**src/rtl/cps_defs.vh**
```
`ifndef CPS_DEFS_VH
`define CPS_DEFS_VH

// serial frame: 1 r/w bit, 7 address bits, 8 data bits
`define CPS_ADDR_W          7
`define CPS_DATA_W          8
`define CPS_FRAME_BITS      5'h10
`define CPS_CMD_BITS        5'h08
`define CPS_RW_BIT          7

// register indices
`define CPS_REG_IN12_FREQ   7'h10
`define CPS_REG_IN34_FREQ   7'h11
`define CPS_REG_OUT_FREQ_A  7'h22
`define CPS_REG_OUT_FREQ_B  7'h26
`define CPS_REG_SYNC_CTRL   7'h30
`define CPS_REG_STATUS      7'h31

// field positions
`define CPS_FAM_BIT_A       2
`define CPS_FAM_BIT_B0      5
`define CPS_FAM_BIT_B1      6
`define CPS_STAT_SWITCH     0
`define CPS_STAT_FAMILY     1

// reset values: input codes 8 kHz / 19.44 kHz, output codes
`define CPS_RST_IN12        8'h11
`define CPS_RST_IN34        8'h33
`define CPS_RST_OUT_A       8'h41
`define CPS_RST_OUT_B       8'h12
`define CPS_RST_SYNC_CTRL   8'h00

// timing: 20 MHz system clock
`define CPS_CLK_HZ          20000000
`define CPS_FRAME_HZ        8000
`define CPS_FRAME_DIV       (`CPS_CLK_HZ / `CPS_FRAME_HZ)
`define CPS_MF_RATIO        2'h3
`define CPS_CNT_W           12

`endif

```
**src/rtl/cps_sync2.v**
```verilog
`timescale 1ns/1ps
// two-stage synchroniser for a pin input
module cps_sync2 (
    // clock and reset
    input  wire i_clk_sys,
    input  wire i_rst_n,
    // pin and synchronised level
    input  wire i_d,
    output reg  o_q
);
    reg meta;

    always @(posedge i_clk_sys or negedge i_rst_n) begin
        if (!i_rst_n) begin
            meta <= 1'b0;
            o_q  <= 1'b0;
        end else begin
            meta <= i_d;
            o_q  <= meta;
        end
    end
endmodule // cps_sync2

```
**src/rtl/cps_control_pins.v**
```verilog
// Operation
// - serial port responds only while chip select is held low.
// - edge-select strap high makes falling serial clock edge active.
// - default edge setting captures serial input on rising serial clock.
// - read data returns on dedicated SPI-style serial output.
// - master reset low returns registers, counters, bit count and serial output to defaults.
// - rate-family strap loads frequency bit 2 of reg 34, bits 5,6 of reg 38.
// - strap low selects 2.048 MHz family; high selects 1.544 MHz family.
// - software writes override strap-loaded frequency selection bits.
// - source-switch input forces fast switching between references 1 and 2.
// - 8 kHz frame pulse driven on frame sync output.
// - 2 kHz multi-frame pulse driven on multi-frame sync output.
// - references 1,2 default 8 kHz, references 3,4 19.44 kHz.
// - output frequency defaults 38.88, 38.88, 19.44, 1.544/2.048 MHz.
`timescale 1ns/1ps
`include "cps_defs.vh"
module cps_control_pins (
    // clock and reset
    input  wire       i_clk_sys,
    input  wire       i_rst_n,
    // straps and control pins
    input  wire       i_master_reset_n,
    input  wire       i_rate_family_strap,
    input  wire       i_serial_edge_select,
    input  wire       i_force_fast_switch_in,
    // serial host port
    input  wire       i_serial_clk,
    input  wire       i_chip_select_n,
    input  wire       i_serial_in,
    output reg        o_serial_out,
    output reg        o_serial_out_en_n,
    // configuration seen by the timing core
    output reg  [7:0] o_in12_freq,
    output reg  [7:0] o_in34_freq,
    output reg  [7:0] o_out_freq_a,
    output reg  [7:0] o_out_freq_b,
    output reg        o_fast_switch,
    // sync pulses
    output reg        o_frame_pulse_out,
    output reg        o_multiframe_pulse_out
);
    // ==========================================================
    // input synchronisers
    // ==========================================================
    wire mrst_s;
    wire strap_s;
    wire edge_s;
    wire sw_s;
    wire sclk_s;
    wire csn_s;
    wire sdi_s;

    cps_sync2 u_s_mrst  (.i_clk_sys(i_clk_sys), .i_rst_n(i_rst_n), .i_d(i_master_reset_n),      .o_q(mrst_s));
    cps_sync2 u_s_strap (.i_clk_sys(i_clk_sys), .i_rst_n(i_rst_n), .i_d(i_rate_family_strap),   .o_q(strap_s));
    cps_sync2 u_s_edge  (.i_clk_sys(i_clk_sys), .i_rst_n(i_rst_n), .i_d(i_serial_edge_select),  .o_q(edge_s));
    cps_sync2 u_s_sw    (.i_clk_sys(i_clk_sys), .i_rst_n(i_rst_n), .i_d(i_force_fast_switch_in), .o_q(sw_s));
    cps_sync2 u_s_sclk  (.i_clk_sys(i_clk_sys), .i_rst_n(i_rst_n), .i_d(i_serial_clk),          .o_q(sclk_s));
    cps_sync2 u_s_csn   (.i_clk_sys(i_clk_sys), .i_rst_n(i_rst_n), .i_d(i_chip_select_n),       .o_q(csn_s));
    cps_sync2 u_s_sdi   (.i_clk_sys(i_clk_sys), .i_rst_n(i_rst_n), .i_d(i_serial_in),           .o_q(sdi_s));

    // ==========================================================
    // master reset and strap capture
    // ==========================================================
    reg  sclk_d;
    reg  soft_rst;
    reg  strap_load;

    // soft reset while the master reset pin is low, strap loaded on release
    always @(posedge i_clk_sys or negedge i_rst_n) begin
        if (!i_rst_n) begin
            soft_rst   <= 1'b1;
            strap_load <= 1'b1;
        end else begin
            soft_rst   <= ~mrst_s;
            strap_load <= ~mrst_s | soft_rst;
        end
    end

    // ==========================================================
    // serial clock edge detect
    // ==========================================================
    wire sclk_rise = sclk_s & ~sclk_d;
    wire sclk_fall = ~sclk_s & sclk_d;
    wire cap_edge  = edge_s ? sclk_fall : sclk_rise;
    wire out_edge  = edge_s ? sclk_rise : sclk_fall;
    wire active    = ~csn_s;

    // ==========================================================
    // serial shift engine
    // ==========================================================
    reg  [4:0]  bit_cnt;
    reg  [15:0] shift_in;
    reg  [7:0]  shift_out;
    reg         wr_pend;
    wire [15:0] next_shift_in = {shift_in[`CPS_FRAME_BITS-2:0], sdi_s};
    wire [6:0]  cmd_addr      = shift_in[`CPS_ADDR_W-1:0];
    wire        cmd_read      = shift_in[`CPS_RW_BIT];
    reg  [7:0]  rd_data;

    always @* begin
        case (cmd_addr)
            `CPS_REG_IN12_FREQ:  rd_data = o_in12_freq;
            `CPS_REG_IN34_FREQ:  rd_data = o_in34_freq;
            `CPS_REG_OUT_FREQ_A: rd_data = o_out_freq_a;
            `CPS_REG_OUT_FREQ_B: rd_data = o_out_freq_b;
            `CPS_REG_SYNC_CTRL:  rd_data = `CPS_RST_SYNC_CTRL;
            `CPS_REG_STATUS: begin
                rd_data = 8'h00;
                rd_data[`CPS_STAT_SWITCH] = o_fast_switch;
                rd_data[`CPS_STAT_FAMILY] = strap_s;
            end
            default:             rd_data = 8'h00;
        endcase
    end

    always @(posedge i_clk_sys or negedge i_rst_n) begin
        if (!i_rst_n) begin
            sclk_d            <= 1'b0;
            bit_cnt           <= 5'h00;
            shift_in          <= 16'h0000;
            shift_out         <= 8'h00;
            wr_pend           <= 1'b0;
            o_serial_out      <= 1'b0;
            o_serial_out_en_n <= 1'b1;
        end else begin
            sclk_d  <= sclk_s;
            wr_pend <= 1'b0;
            if (soft_rst || !active) begin
                bit_cnt           <= 5'h00;
                o_serial_out      <= 1'b0;
                o_serial_out_en_n <= 1'b1;
            end else begin
                if (cap_edge && bit_cnt != `CPS_FRAME_BITS) begin
                    shift_in <= next_shift_in;
                    bit_cnt  <= bit_cnt + 5'h01;
                    if (bit_cnt == `CPS_FRAME_BITS - 5'h01)
                        wr_pend <= ~shift_in[`CPS_RW_BIT + `CPS_CMD_BITS - 1];
                end
                if (bit_cnt == `CPS_CMD_BITS && cmd_read && out_edge) begin
                    // read data shifted out msb first on the opposite edge
                    o_serial_out_en_n <= 1'b0;
                    o_serial_out      <= rd_data[`CPS_DATA_W-1];
                    shift_out         <= {rd_data[`CPS_DATA_W-2:0], 1'b0};
                end else if (!o_serial_out_en_n && out_edge) begin
                    o_serial_out <= shift_out[`CPS_DATA_W-1];
                    shift_out    <= {shift_out[`CPS_DATA_W-2:0], 1'b0};
                end
            end
        end
    end

    // ==========================================================
    // configuration registers
    // ==========================================================
    wire [6:0] wr_addr = shift_in[`CPS_DATA_W+`CPS_ADDR_W-1:`CPS_DATA_W];
    wire [7:0] wr_data = shift_in[`CPS_DATA_W-1:0];

    always @(posedge i_clk_sys or negedge i_rst_n) begin
        if (!i_rst_n) begin
            o_in12_freq  <= `CPS_RST_IN12;
            o_in34_freq  <= `CPS_RST_IN34;
            o_out_freq_a <= `CPS_RST_OUT_A;
            o_out_freq_b <= `CPS_RST_OUT_B;
        end else if (soft_rst) begin
            o_in12_freq  <= `CPS_RST_IN12;
            o_in34_freq  <= `CPS_RST_IN34;
            o_out_freq_a <= `CPS_RST_OUT_A;
            o_out_freq_b <= `CPS_RST_OUT_B;
        end else if (strap_load) begin
            // strap high = 1.544 MHz family, low = 2.048 MHz family
            o_out_freq_a[`CPS_FAM_BIT_A]  <= strap_s;
            o_out_freq_b[`CPS_FAM_BIT_B0] <= strap_s;
            o_out_freq_b[`CPS_FAM_BIT_B1] <= strap_s;
        end else if (wr_pend) begin
            case (wr_addr)
                `CPS_REG_IN12_FREQ:  o_in12_freq  <= wr_data;
                `CPS_REG_IN34_FREQ:  o_in34_freq  <= wr_data;
                `CPS_REG_OUT_FREQ_A: o_out_freq_a <= wr_data;
                `CPS_REG_OUT_FREQ_B: o_out_freq_b <= wr_data;
                default: begin
                end
            endcase
        end
    end

    // ==========================================================
    // fast switch and sync pulses
    // ==========================================================
    reg [`CPS_CNT_W-1:0] frm_cnt;
    reg [1:0]            mf_cnt;

    always @(posedge i_clk_sys or negedge i_rst_n) begin
        if (!i_rst_n) begin
            o_fast_switch          <= 1'b0;
            frm_cnt                <= {`CPS_CNT_W{1'b0}};
            mf_cnt                 <= 2'h0;
            o_frame_pulse_out      <= 1'b0;
            o_multiframe_pulse_out <= 1'b0;
        end else if (soft_rst) begin
            o_fast_switch          <= 1'b0;
            frm_cnt                <= {`CPS_CNT_W{1'b0}};
            mf_cnt                 <= 2'h0;
            o_frame_pulse_out      <= 1'b0;
            o_multiframe_pulse_out <= 1'b0;
        end else begin
            o_fast_switch <= sw_s;
            if (frm_cnt == `CPS_FRAME_DIV - 1) begin
                frm_cnt           <= {`CPS_CNT_W{1'b0}};
                o_frame_pulse_out <= 1'b1;
                mf_cnt            <= mf_cnt + 2'h1;
                o_multiframe_pulse_out <= (mf_cnt == `CPS_MF_RATIO);
            end else begin
                frm_cnt                <= frm_cnt + {{(`CPS_CNT_W-1){1'b0}}, 1'b1};
                o_frame_pulse_out      <= 1'b0;
                o_multiframe_pulse_out <= 1'b0;
            end
        end
    end
endmodule // cps_control_pins

```
**config.mk**
```make
export PLATFORM = sky130hd
export DESIGN_NAME = cps_control_pins
export DESIGN_NICKNAME = d
export VERILOG_FILES = /design/src/rtl/cps_sync2.v /design/src/rtl/cps_control_pins.v
export VERILOG_INCLUDE_DIRS = /design/src /design/src/rtl
export SDC_FILE = /design/constraint.sdc
export NUM_CORES = 1
export LEC_CHECK = 0
export CELL_PAD_IN_SITES_DETAIL_PLACEMENT = 1
export CELL_PAD_IN_SITES_GLOBAL_PLACEMENT = 2
export CORE_MARGIN = 3
export CORE_UTILIZATION = 30
export CTS_CLUSTER_DIAMETER = 60
export DETAILED_ROUTE_END_ITERATION = 7
export DONT_BUFFER_PORTS = 1
export PLACE_DENSITY_LB_ADDON = 0.1
export SLEW_MARGIN = 20
export SYNTH_ARGS = -nofsm -noshare
export SYNTH_HDL_FRONTEND = slang
export SYNTH_HIERARCHICAL = 1
export SYNTH_SLANG_ARGS = --single-unit
```
**constraint.sdc**
```tcl
create_clock -name i_clk_sys -period 4.95 [get_ports i_clk_sys]
set_clock_uncertainty 0.1 [all_clocks]
set_input_delay 0.7425 -clock i_clk_sys [delete_from_list [all_inputs] [get_ports i_clk_sys]]
set_output_delay 0.7425 -clock i_clk_sys [all_outputs]
set_load 0.005 [all_outputs]
```
# ---- Word level (Yosys, flattened, before mapping)
# Cells that the tools add are included.
dict set report totals {
  in_bits 9
  regBits 97
  output_inout_bits 37
}
dict set report op_classes {
  reduce_logical 27
  muxes 44
  n_eq_ne 15
  add_sub_neg 3
  n_bitwise 8
}
# cell n
set op_table {}
lappend op_table {{two-way mux 8 bit} 16}
lappend op_table {{case mux 8 bit (5 select lines)} 1}
lappend op_table {{equality test 7 x 6 -> 1 bit, second input constant} 5}
lappend op_table {{equality test 7 x 5 -> 1 bit, second input constant} 4}
lappend op_table {{two-way mux 12 bit} 2}
lappend op_table {{two-way mux 5 bit} 4}
lappend op_table {{nonzero test 2 bit} 9}
lappend op_table {{two-way mux 1 bit} 17}
lappend op_table {{adder 12 x 1 -> 12 bit, second input constant} 1}
lappend op_table {{equality test 12 bit, second input constant} 1}
lappend op_table {{AND reduction 3 bit} 4}
lappend op_table {{nonzero test 3 bit} 4}
lappend op_table {{equality test 5 x 4 -> 1 bit, second input constant} 2}
lappend op_table {{two-way mux 2 bit} 4}
lappend op_table {{AND reduction 2 bit} 4}
lappend op_table {{adder 5 x 1 -> 5 bit, second input constant} 1}
lappend op_table {{inequality test 5 bit, second input constant} 1}
lappend op_table {{NOT 1 bit} 5}
lappend op_table {{logical AND 1 bit} 4}
lappend op_table {{adder 2 x 1 -> 2 bit, second input constant} 1}
lappend op_table {{bitwise AND 1 bit} 2}
lappend op_table {{equality test 2 bit, second input constant} 1}
lappend op_table {{inequality test 2 bit, second input constant} 1}
lappend op_table {{logical NOT 1 bit} 1}
lappend op_table {{2 further kinds} 2}

# ---- Depth between registers and ports, before layout
# Gate-level depths: netlist of the first run.
dict set report depth {
  ltp_word 7
  mapped_depth 8
  mapped_depth_nobuf 6
}

# ---- Hierarchy
# The synthesis of the first run kept the hierarchy.
# mod instances cells_per_inst area_each_um2
set by_module_without_submodules {}
lappend by_module_without_submodules {cps_control_pins 1 360 4070.2}
lappend by_module_without_submodules {cps_sync2 7 2 50.0}

# ---- Worst setup path after synthesis of the first run
# OpenSTA, ideal clock, no wires.
dict set report synth_timing {
  path_kind {reg2reg}
  startpoint {reg bit_cnt[0]}
  endpoint {reg shift_in[10]}
  stages_incl_launch_ff 9
  period_less_slack_ns 1.885
  path_slack_ns 3.065
  arrival_ns 1.660
  setup_time_ns 0.125
  cell_sequence {dfrtp_1 inv_1 ha_1 nand2b_4 o22a_2 nor2b_4 buf_6 buf_12 mux2_4}
}
dict set report synth_via {
  elab_chain_len 3
}
# item line
set synth_rtl {}
lappend synth_rtl {{from (decl)} cps_control_pins.v:91} ;# reg [4:0] bit_cnt;
lappend synth_rtl {{from (signal assigned)} cps_control_pins.v:135} ;# bit_cnt <= bit_cnt + 5'h01;
lappend synth_rtl {{inequality test 5 bit (no line)} --}
lappend synth_rtl {{logical AND 1 bit (no line)} --}
lappend synth_rtl {{AND reduction 2 bit (no line)} --}
lappend synth_rtl {{to (signal assigned)} cps_control_pins.v:134} ;# shift_in <= next_shift_in;
lappend synth_rtl {{to (decl)} cps_control_pins.v:92} ;# reg [15:0] shift_in;
# No other way between the ends.
# A chain may end at the register's enable or synchronous reset.

# ---- Worst setup path in the final report of the first run
dict set report layout_timing {
  startpoint {reg soft_rst}
  endpoint {reg shift_in[4]}
}
dict set report layout_via {
  elab_chain_len 3
}
# item line
set layout_rtl {}
lappend layout_rtl {{from (decl)} cps_control_pins.v:65} ;# reg soft_rst;
lappend layout_rtl {{from (signal assigned)} cps_control_pins.v:74} ;# soft_rst <= ~mrst_s;
lappend layout_rtl {{logical OR 1 bit} cps_control_pins.v:128} ;# if (soft_rst || !active) begin
lappend layout_rtl {{NOT 1 bit (no line)} --}
lappend layout_rtl {{AND reduction 2 bit (no line)} --}
# No other way between the ends.

==> run_results.csv, run 1 <==
group,metric,value,unit
run_status,status,"finished clean",
pwr,power_frac_seq,0.526,
detailed_routing,wl_per_cell,20.5,microns
sta,rsz0062_at_grt,"false",
clock_tree,cts_tree,"yes",
die,die_h,127,microns
worst_hold_path,hold_class,"primary input to async pin",
sta,hold_ws,138,ps
clock_tree,cts_setup_buffers,0,
sta,hold_violations,0,
pwr,swShare,0.282,
final_layout,layout-drive-gt1-share,0.165,
clock_tree,max-clock-path-buffers,2,
synthesis,synth_seq_cells,96,
synthesis,synth.most_common_cell,"dfrtp_1",
setup_path,endpoint_kind,"register",
synthesis,syn-cell-area,4420,sq um
setup_path,path_max_fanout,38,
die,initial_utilization,0.312,
synthesis,synth_top_cell_by_area,"dfrtp_1",
detailed_routing,drcViolationCount,0,
sta,max-slew-margin-rel,0.466,
detailed_routing,ant_nets,0,
detailed_routing,dr.first_iter.drc_count,82,
die,design.core.area,14100,sq um
final_layout,fin_nets,384,
setup_path,cp.required,5080,ps
setup_path,path_cells,"buf_4, or2_2, nor2b_4, mux2_2",
sta,fin_crit_sh,0.451,
clock_tree,cts.sinks,96,
synthesis,synthTopCellsByCount,"dfrtp_1, nor2_1, mux2i_1",
detailed_routing,vias,2834,
final_layout,area_growth,9.71,%
synthesis,synthArstFlopShare,1.00,
synthesis,synth_top_cell_area_share,0.470,
setup_path,path_depth,4,
die,die_width,127,microns
die,die_area,16200,sq um
clock_tree,cts_resized,0,
setup_path,rrSetupSlack,2720,ps
placed_design,hpwl,7.61,mm
pwr,comb_power_share,0.093,
setup_path,crit_family,"simple AND/OR/NAND/NOR gates",
clock_tree,hold_buffers,1,
sta,tightest_slew,801,ps
sta,finalMaxSlewViolations,0,
grt,grt_pass1_wl,18.4,mm
setup_path,critPathBufInv,1,
detailed_routing,routed_wirelength,11.4,mm
grt,grt_pass1_vias,3025,
placed_design,io_buffers,0,
placed_design,placed_cell_area,4550,sq um
grt,overflow,0,
setup_path,rr_endpoint,"shift_in[4]$_DFFE_PN0P_",
final_layout,fin_area,4850,sq um
pwr,power.switching,489,uW
clock_tree,htreeDepth,3,
flow_run,cap_violations,0,
placed_design,routabilityCongestion,0.704,
synthesis,yosys_warnings,6,
synthesis,synth_area_leaders,"dfrtp_1, dfstp_2, mux2i_1",
pwr,internal-power,1.24,mW
setup_path,cp-startpoint,"soft_rst$_DFF_PN1_",
setup_path,start_kind,"register",
final_layout,diodes,0,
synthesis,yosysUniqueCellTypes,61,
pwr,cellLeakagePower,2.14,nW
die,ios,46,
grt,antenna_found_initial,0,
pwr,powerDensity,357,nW/um^2
synthesis,postSynthCellCount,374,
setup_path,critPathKind,"register to register",
clock_tree,clk_pin_slew,70,ps
final_layout,fin_util,0.343,
setup_path,cp_data_arrival_time,2370,ps
sta,max_freq,0.448,GHz
setup_path,max_stage_delay,520,ps
setup_path,cp-endpoint,"shift_in[4]$_DFFE_PN0P_",
die,fp-row-count,43,
setup_path,slowest_stage,"nor2b_4",
setup_path,timing.rr.start,"soft_rst$_DFF_PN1_",
detailed_routing,dr.pass1.iters,4,
synthesis,synth_top_flop_cell,"dfrtp_1",
clock_tree,clk_latency,350,ps
pwr,ir_drop,0.160,mV
grt,grt_use_total,0.150,
synthesis,syn_nets,388,
detailed_routing,vias_per_cell,5.11,
placed_design,pre_cts_ws,2680,ps
clock_tree,cts_buffers,9,
sta,final.setup.tns,0,ps
setup_path,r2r_cells,4,
sta,setup_violations,0,
synthesis,synth_edf_count,0,
sta,final.setup.worst_slack,2720,ps
grt,grt_max_degree,84,
synthesis,ys_seq_area_frac,0.547,
clock_tree,cts_root_buffer,"clkbuf_16",
pwr,pwr-share-clk,0.381,
sta,period_minus_slack,2230,ps
synthesis,synth.avg_cell_area,11.8,sq um
## metal layers
metal / part of all wire / GRT usage / routed length (microns) / vias to the layer above
met5: 0 / 0 / 0 / -
met2: 0.46 / 0.227 / 5180 / 29
li1: - / - / - / 1324
met1: 0.49 / 0.211 / 5620 / 1470
met3: 0.036 / 0.0431 / 415 / 11
met4: 0.014 / 0.0435 / 159 / 0
## cell families after synthesis
group,count (synthesis),synth area share
compound gates,54,0.101
xor+xnor,13,0.0258
fa+ha+maj,5,0.0142
buf+inv,35,0.0388
flops,96,0.547
mux,51,0.127
simple gates,120,0.147
## power groups by stage
| stage | clock, mW | sequential, mW | combinational [mW] |
|---|---|---|---|
| 6_report | 0.660 | 0.912 | 0.162 |
| 5_1_grt | 0.722 | 0.923 | 0.182 |
| 2_1_floorplan | 0 | 0.872 | 0.154 |
| 3_5_place_dp | 0 | 0.930 | 0.147 |
| 4_1_cts | 0.692 | 0.915 | 0.165 |
| 3_3_place_gp | 0 | 0.929 | 0.146 |
## layout by cell type, fill, tap and decap left out, types with 7 or more instances in the layout
cell type  Yosys  layout
dfrtp_1       83      83
nor2_1        44      44
mux2i_1       32      32
inv_1         18      18
nand3_1       15      15
nand2_1       14      14
dfstp_2       13      13
mux2_2        12      12
clkbuf_16      0       9
xnor2_1        8       8
mux2_4         7       7
## stage by stage
step                total power [mW]  cells
floorplan                       1.03    374
global placement                1.08    538
detailed placement              1.08    538
CTS                             1.77    555
global route                    1.83    555
finish                          1.73    555
## how the worst min path moves through the flow
stage | slack [ps] | endpoint
after floorplan | 230 | u_s_csn/o_q$_DFF_PN0_
after global placement | 230 | u_s_sdi/o_q$_DFF_PN0_
after detailed placement | 240 | u_s_sdi/o_q$_DFF_PN0_
after CTS | 110 | o_in34_freq[1]$_DFFE_PN1P_
after global routing | 110 | o_in34_freq[1]$_DFFE_PN1P_
final | 140 | o_in34_freq[1]$_DFFE_PN1P_
## state kept, by name (all words and copies together) (netlist names), 2 cells and up
register	count
bit_cnt	5
shift_out	7
o_out_freq_a	8
mf_cnt	2
shift_in	15
o_in34_freq	8
o_out_freq_b	8
o_in12_freq	8
frm_cnt	12
## final cells by class
cell class	count	area [sq um]
fill	1554	9300
sequential	96	2420
multi-input combinational	243	1830
clock buffer	10	229
tap	180	225
inverter	18	67.6
clock inverter	6	43.8
timing repair buffer	2	35.0
(Power assumes the default switching activity.)
==> inputs of run 2 (changes only) <==
- clock period: 4.95 -> 2.1 ns (I/O delays scaled with it)
==> run 2 against run 1 <==
  * The run now ends with negative hold slack left
  * Sequential power increased by 130%
  * Total power increased by 150%
  * Combinational power increased to 3.1 times the previous value
  * Flip-flop and latch count unchanged
  * Critical endpoint is now shift_in[6]$_DFFE_PN0P_
==> run_results.csv, run 2 (synthesis gave the netlist of run 1 again) <==
group,metric,value,unit
final_layout,largest_reg_flops,15,
detailed_routing,drcViolationCount,0,
setup_path,cp.required,2230,ps
setup_path,endpoint_kind,"register",
sta,period_minus_slack,1940,ps
final_layout,top_register,"shift_in",
clock_tree,cts_root_buffer,"clkbuf_16",
sta,hold_ws,-434,ps
clock_tree,hold_buffers,7,
setup_path,cp_data_arrival_time,2070,ps
pwr,cellLeakagePower,2.26,nW
sta,setup_violations,0,
final_layout,fin_nets,409,
grt,antenna_found_initial,0,
die,initial_utilization,0.312,
pwr,ir_drop,0.533,mV
die,die_width,127,microns
pwr,fin_total_pwr,4.26,mW
final_layout,final_cell_mix,"dfrtp_1, nor2_1, mux2i_1",
clock_tree,cts_buffers,9,
sta,max_freq,0.514,GHz
clock_tree,cts_tree,"yes",
clock_tree,clk_latency,340,ps
flow_run,cap_violations,0,
run_status,status,"complete, but fails checks",
die,die_area,16200,sq um
detailed_routing,routed_wirelength,11.1,mm
detailed_routing,vias,2891,
setup_path,slowest_stage,"dfrtp_1",
setup_path,critPathKind,"register to register",
die,ios,46,
run_status,failed_checks,"negative hold slack",
worst_hold_path,hold_class,"primary input to async pin",
clock_tree,htreeDepth,3,
detailed_routing,dr.pass1.iters,4,
pwr,powerDensity,838,nW/um^2
setup_path,path_cells,"inv_1, ha_1, nand2b_4, o22a_2, nor2b_4, buf_12, mux2_2",
final_layout,layout-drive-gt1-share,0.203,
final_layout,area_growth,15.1,%
placed_design,hpwl,8.03,mm
grt,grt_max_degree,97,
sta,final.setup.tns,0,ps
sta,finalMaxSlewViolations,0,
detailed_routing,ant_nets,0,
final_layout,fin_util,0.359,
pwr,swShare,0.261,
grt,grt_pass1_wl,18.6,mm
die,die_h,127,microns
clock_tree,cts.sinks,96,
clock_tree,clk_pin_slew,70,ps
pwr,pwr-share-clk,0.395,
placed_design,dp_cells,557,
final_layout,largestRegisters,"shift_in: 15 flops, frm_cnt: 12 flops",
die,design.core.area,14100,sq um
setup_path,start_kind,"register",
sta,tightest_slew,580,ps
final_layout,diodes,0,
detailed_routing,dr.first_iter.drc_count,123,
final_layout,stdcell_count,580,
final_layout,final_common_cell,"dfrtp_1",
sta,fin_crit_sh,0.926,
sta,rsz0062_at_grt,"false",
pwr,power_frac_seq,0.487,
grt,grt_pass1_vias,3138,
setup_path,max_stage_delay,390,ps
grt,grt_use_total,0.147,
sta,hold_violations,96,
pwr,internal-power,3.15,mW
setup_path,crit_family,"flip-flops",
grt,overflow,0,
sta,max-slew-margin-rel,0.612,
setup_path,path_max_fanout,16,
pwr,comb_power_share,0.118,
pwr,power.switching,1.11,mW
clock_tree,max-clock-path-buffers,2,
detailed_routing,vias_per_cell,4.98,
detailed_routing,wl_per_cell,19.2,microns
placed_design,io_buffers,0,
setup_path,critPathBufInv,2,
die,fp-row-count,43,
placed_design,routabilityCongestion,0.730,
## run 2: per-stage QoR
| stage | setup WS [ps] | area, sq um | hold slack [ps] |
|---|---|---|---|
| 2_1_floorplan | 215 | 4420 | -80.6 |
| 3_3_place_gp | 206 | 4700 | -75.6 |
| 6_report | 155 | 5090 | -434 |
| 5_1_grt | 51.6 | 5090 | -464 |
| 3_5_place_dp | 136 | 4700 | -75.3 |
| 4_1_cts | 96.5 | 5080 | -453 |
## run 2: area by class of cell
| class | count | area [sq um] |
|---|---|---|
| Clock buffer | 11 | 243 |
| Clock inverter | 5 | 63.8 |
| Fill cell | 1537 | 9060 |
| Inverter | 18 | 67.6 |
| Multi-Input combinational cell | 243 | 1840 |
| Sequential cell | 96 | 2420 |
| Tap cell | 180 | 225 |
| Timing Repair Buffer | 27 | 233 |
## run 2: power groups by stage
stage               clock, mW  combinational [mW]  sequential (mW)
finish                   1.68               0.504             2.08
global route             1.85               0.550             2.10
CTS                      1.77               0.508             2.08
detailed placement          0               0.495             2.12
global placement            0               0.495             2.12
floorplan                   0               0.363             2.05
## run 2: metal layers
metal  share of wire  GRT usage
met5               0          0
met4           0.011     0.0328
met1            0.47      0.200
met3           0.034     0.0456
met2            0.48      0.232
## run 2: timing repair
| item | CTS | global route |
|---|---|---|
| endpoints found under the setup margin | 0 | 2 |
| gates resized for setup | 0 | 1 |
| buffers inserted | 0 | 0 |
| endpoints found under the hold margin | 103 | 96 |
## run 2: path summary, 6_finish.rpt
path,start,to,slack [ps],cells past startpoint
max in group asynchronous,i_rst_n,o_out_freq_a[0]$_DFFE_PN1P_,2090,0
worst max register to register,bit_cnt[0]$_DFFE_PN0P_,shift_in[6]$_DFFE_PN0P_,160,7
worst min-delay path,i_rst_n,bit_cnt[3]$_DFFE_PN0P_,-430,0
min in group i_clk_sys,u_s_edge/meta$_DFF_PN0_,u_s_edge/o_q$_DFF_PN0_,250,0
worst min register to register,u_s_edge/meta$_DFF_PN0_,u_s_edge/o_q$_DFF_PN0_,250,0
worst max-delay path,bit_cnt[0]$_DFFE_PN0P_,shift_in[6]$_DFFE_PN0P_,160,7
==> inputs of run 3 (changes only) <==
- SYNTH_HIERARCHICAL: 1 -> default
==> run 3 against run 2 <==
  * The run still ends with negative hold slack left
  * Register-to-register slack gained 20 ps
  * Worst setup slack better by 19 ps
  * Total power decreased by 7.1%
  * Synthesized cell count shrank 2.1%
  * Flip-flop and latch count unchanged
  * Sequential share of layout area grew 0.86 points
  * Final area down 1.8%
  * Worst hold slack got worse by 2.4 ps
  * Utilization is 0.90 points higher
  * Clock power decreased by 4%
  * Critical path type unchanged
==> run_results.csv, run 3 <==
group,metric,value,unit
final_layout,seq_area,2420,sq um
die,initial_utilization,0.314,
setup_path,critPathBufInv,0,
synthesis,synth_top_cell_area_share,0.488,
die,die_area,15700,sq um
setup_path,timing.rr.start,"sclk_d$_DFF_PN0_",
sta,final.setup.tns,0,ps
placed_design,routabilityCongestion,0.716,
setup_path,slowest_stage,"or3b_4",
final_layout,diodes,0,
synthesis,synth.most_common_cell,"dfrtp_1",
pwr,powerDensity,793,nW/um^2
sta,max-slew-margin-rel,0.627,
final_layout,top_register,"shift_in",
grt,grt_pass1_wl,18.0,mm
detailed_routing,vias,2833,
detailed_routing,routed_wirelength,11.0,mm
setup_path,crit_family,"simple AND/OR/NAND/NOR gates",
pwr,ir_drop,0.444,mV
setup_path,path_max_fanout,13,
synthesis,synth_top_flop_cell,"dfrtp_1",
run_status,failed_checks,"negative hold slack",
sta,max_freq,0.519,GHz
grt,grt_max_degree,97,
grt,antenna_found_initial,0,
setup_path,critPathKind,"register to register",
synthesis,yosys_warnings,0,
detailed_routing,drcViolationCount,0,
final_layout,largestRegisters,"shift_in: 15 flops, frm_cnt: 12 flops",
setup_path,endpoint_kind,"register",
clock_tree,cts_buffers,9,
die,fp-row-count,42,
placed_design,pre_cts_ws,-30.1,ps
detailed_routing,dr.first_iter.drc_count,126,
synthesis,synthArstFlopShare,1.00,
setup_path,path_cells,"or3b_4, a32oi_4, and2_4, mux2_1",
detailed_routing,vias_per_cell,4.90,
final_layout,final_common_cell,"dfrtp_1",
pwr,cellLeakagePower,2.20,nW
synthesis,synthTopCellsByCount,"dfrtp_1, nor2_1, mux2i_1",
sta,hold_ws,-437,ps
placed_design,hpwl,7.38,mm
sta,fin_crit_sh,0.917,
synthesis,synth.avg_cell_area,11.6,sq um
sta,finalMaxSlewViolations,0,
die,ios,46,
clock_tree,clk_latency,350,ps
synthesis,syn_nets,380,
grt,grt_pass1_vias,3136,
clock_tree,clk_pin_slew,70,ps
final_layout,area_growth,17.4,%
grt,overflow,0,
synthesis,synth_seq_cells,96,
sta,hold_violations,96,
clock_tree,htreeDepth,3,
detailed_routing,ant_nets,0,
clock_tree,hold_buffers,7,
setup_path,rr_endpoint,"shift_in[13]$_DFFE_PN0P_",
synthesis,synth_top_cell_by_area,"dfrtp_1",
final_layout,final_cell_mix,"dfrtp_1, nor2_1, mux2i_1",
setup_path,rrSetupSlack,170,ps
synthesis,synth_area_leaders,"dfrtp_1, dfstp_2, mux2i_1",
sta,rsz0062_at_grt,"false",
synthesis,postSynthCellCount,366,
setup_path,cp-startpoint,"sclk_d$_DFF_PN0_",
clock_tree,cts_root_buffer,"clkbuf_16",
setup_path,r2r_cells,4,
flow_run,cap_violations,0,
die,die_h,125,microns
die,design.core.area,13600,sq um
detailed_routing,wl_per_cell,19.0,microns
sta,period_minus_slack,1930,ps
setup_path,start_kind,"register",
setup_path,path_depth,4,
final_layout,multiInputGateArea,1730,sq um
final_layout,fillers,1496,
clock_tree,cts.sinks,96,
final_layout,fin_nets,411,
final_layout,layout-drive-gt1-share,0.199,
sta,setup_violations,0,
placed_design,io_buffers,0,
final_layout,largest_reg_flops,15,
setup_path,cp_data_arrival_time,2060,ps
sta,tightest_slew,558,ps
detailed_routing,dr.pass1.iters,4,
synthesis,yosysUniqueCellTypes,55,
run_status,status,"complete, but fails checks",
synthesis,synth_edf_count,0,
synthesis,syn-cell-area,4260,sq um
grt,grt_use_total,0.147,
clock_tree,max-clock-path-buffers,2,
sta,final.setup.worst_slack,174,ps
synthesis,ys_seq_area_frac,0.568,
worst_hold_path,hold_class,"primary input to async pin",
setup_path,max_stage_delay,420,ps
setup_path,cp.required,2240,ps
die,die_width,125,microns
clock_tree,cts_tree,"yes",
[run 3: cell count changes in the layout (fill, tap and decap cells not counted), sizes merged, moves of 4 or more]
cell,before,now
nor2,44,58
o21ai,6,15
buf,20,28
mux2,19,12
o221ai,7,0
a211o,6,11
a22oi,2,6
inv,19,15
nor3,5,1
o22a,7,3
o31ai,4,0
xor2,5,9
[run 3: logic make-up after synthesis]
family / Yosys count / share of synthesized area
AND/OR/NAND/NOR: 123 / 0.147
adder cells (fa/ha/maj): 5 / 0.0147
AO/OA/AOI/OAI: 56 / 0.0929
XOR/XNOR: 14 / 0.0288
multiplexers: 45 / 0.118
flip-flops: 96 / 0.568
buffers and inverters: 27 / 0.0303
[run 3: per-stage QoR]
stage,instance area [sq um],util,std cells,total power [mW]
floorplan,4260,-,366,2.21
global placement,4610,0.340,554,2.38
detailed placement,4610,0.340,554,2.38
CTS,4970,0.367,577,4.04
global route,5000,0.368,578,4.14
finish,5000,0.368,578,3.96
[run 3: metal layers]
| layer | vias up | wire length [microns] | GRT usage |
|---|---|---|---|
| met1 | 1419 | 5460 | 0.205 |
| met3 | 15 | 551 | 0.0516 |
| met4 | 0 | 167 | 0.0434 |
| met2 | 47 | 4810 | 0.218 |
| li1 | 1352 | - | - |
| met5 | - | 0 | 0 |
[run 3: worst max-delay path by stage]
stage,end,slack (ps)
2_1_floorplan,shift_in[10]$_DFFE_PN0P_,170
3_3_place_gp,shift_out[2]$_DFFE_PN0P_,80
3_5_place_dp,shift_out[4]$_DFFE_PN0P_,-30
4_1_cts,shift_out[7]$_DFFE_PN0P_,70
5_1_grt,shift_out[7]$_DFFE_PN0P_,10
6_report,shift_in[13]$_DFFE_PN0P_,170
[run 3: cell type report]
cell class / count / share of cell area
clock buffers: 9 / 0.0451
flip-flops and latches: 96 / 0.484
multi-input cells: 243 / 0.346
repair buffers: 35 / 0.0586
well taps: 176 / 0.0441
clock inverters: 7 / 0.0130
inverters: 12 / 0.00902
[run 3: timing repair]
action / 4_1_cts / 5_1_grt
gates resized for setup: 1 / 3
pin swaps: 0 / 2
endpoints found under the hold margin: 103 / 96
setup endpoints to repair: 4 / 6
setup buffers: 0 / 1
gates cloned: 0 / 0
[run 3: worst register-to-register path: cells and delay by family, from the launching register on]
kind,cells,cell delay [ps]
AO/OA/AOI/OAI,1,200
multiplexers,1,360
flip-flops,1,410
AND/OR/NAND/NOR,2,740
[run 3: power by group]
group | switching (mW) | leakage [nW] | internal, mW
combinational | 0.224 | 0.809 | 0.171
sequential | 0.0488 | 1.25 | 1.90
clock | 0.784 | 0.144 | 0.829
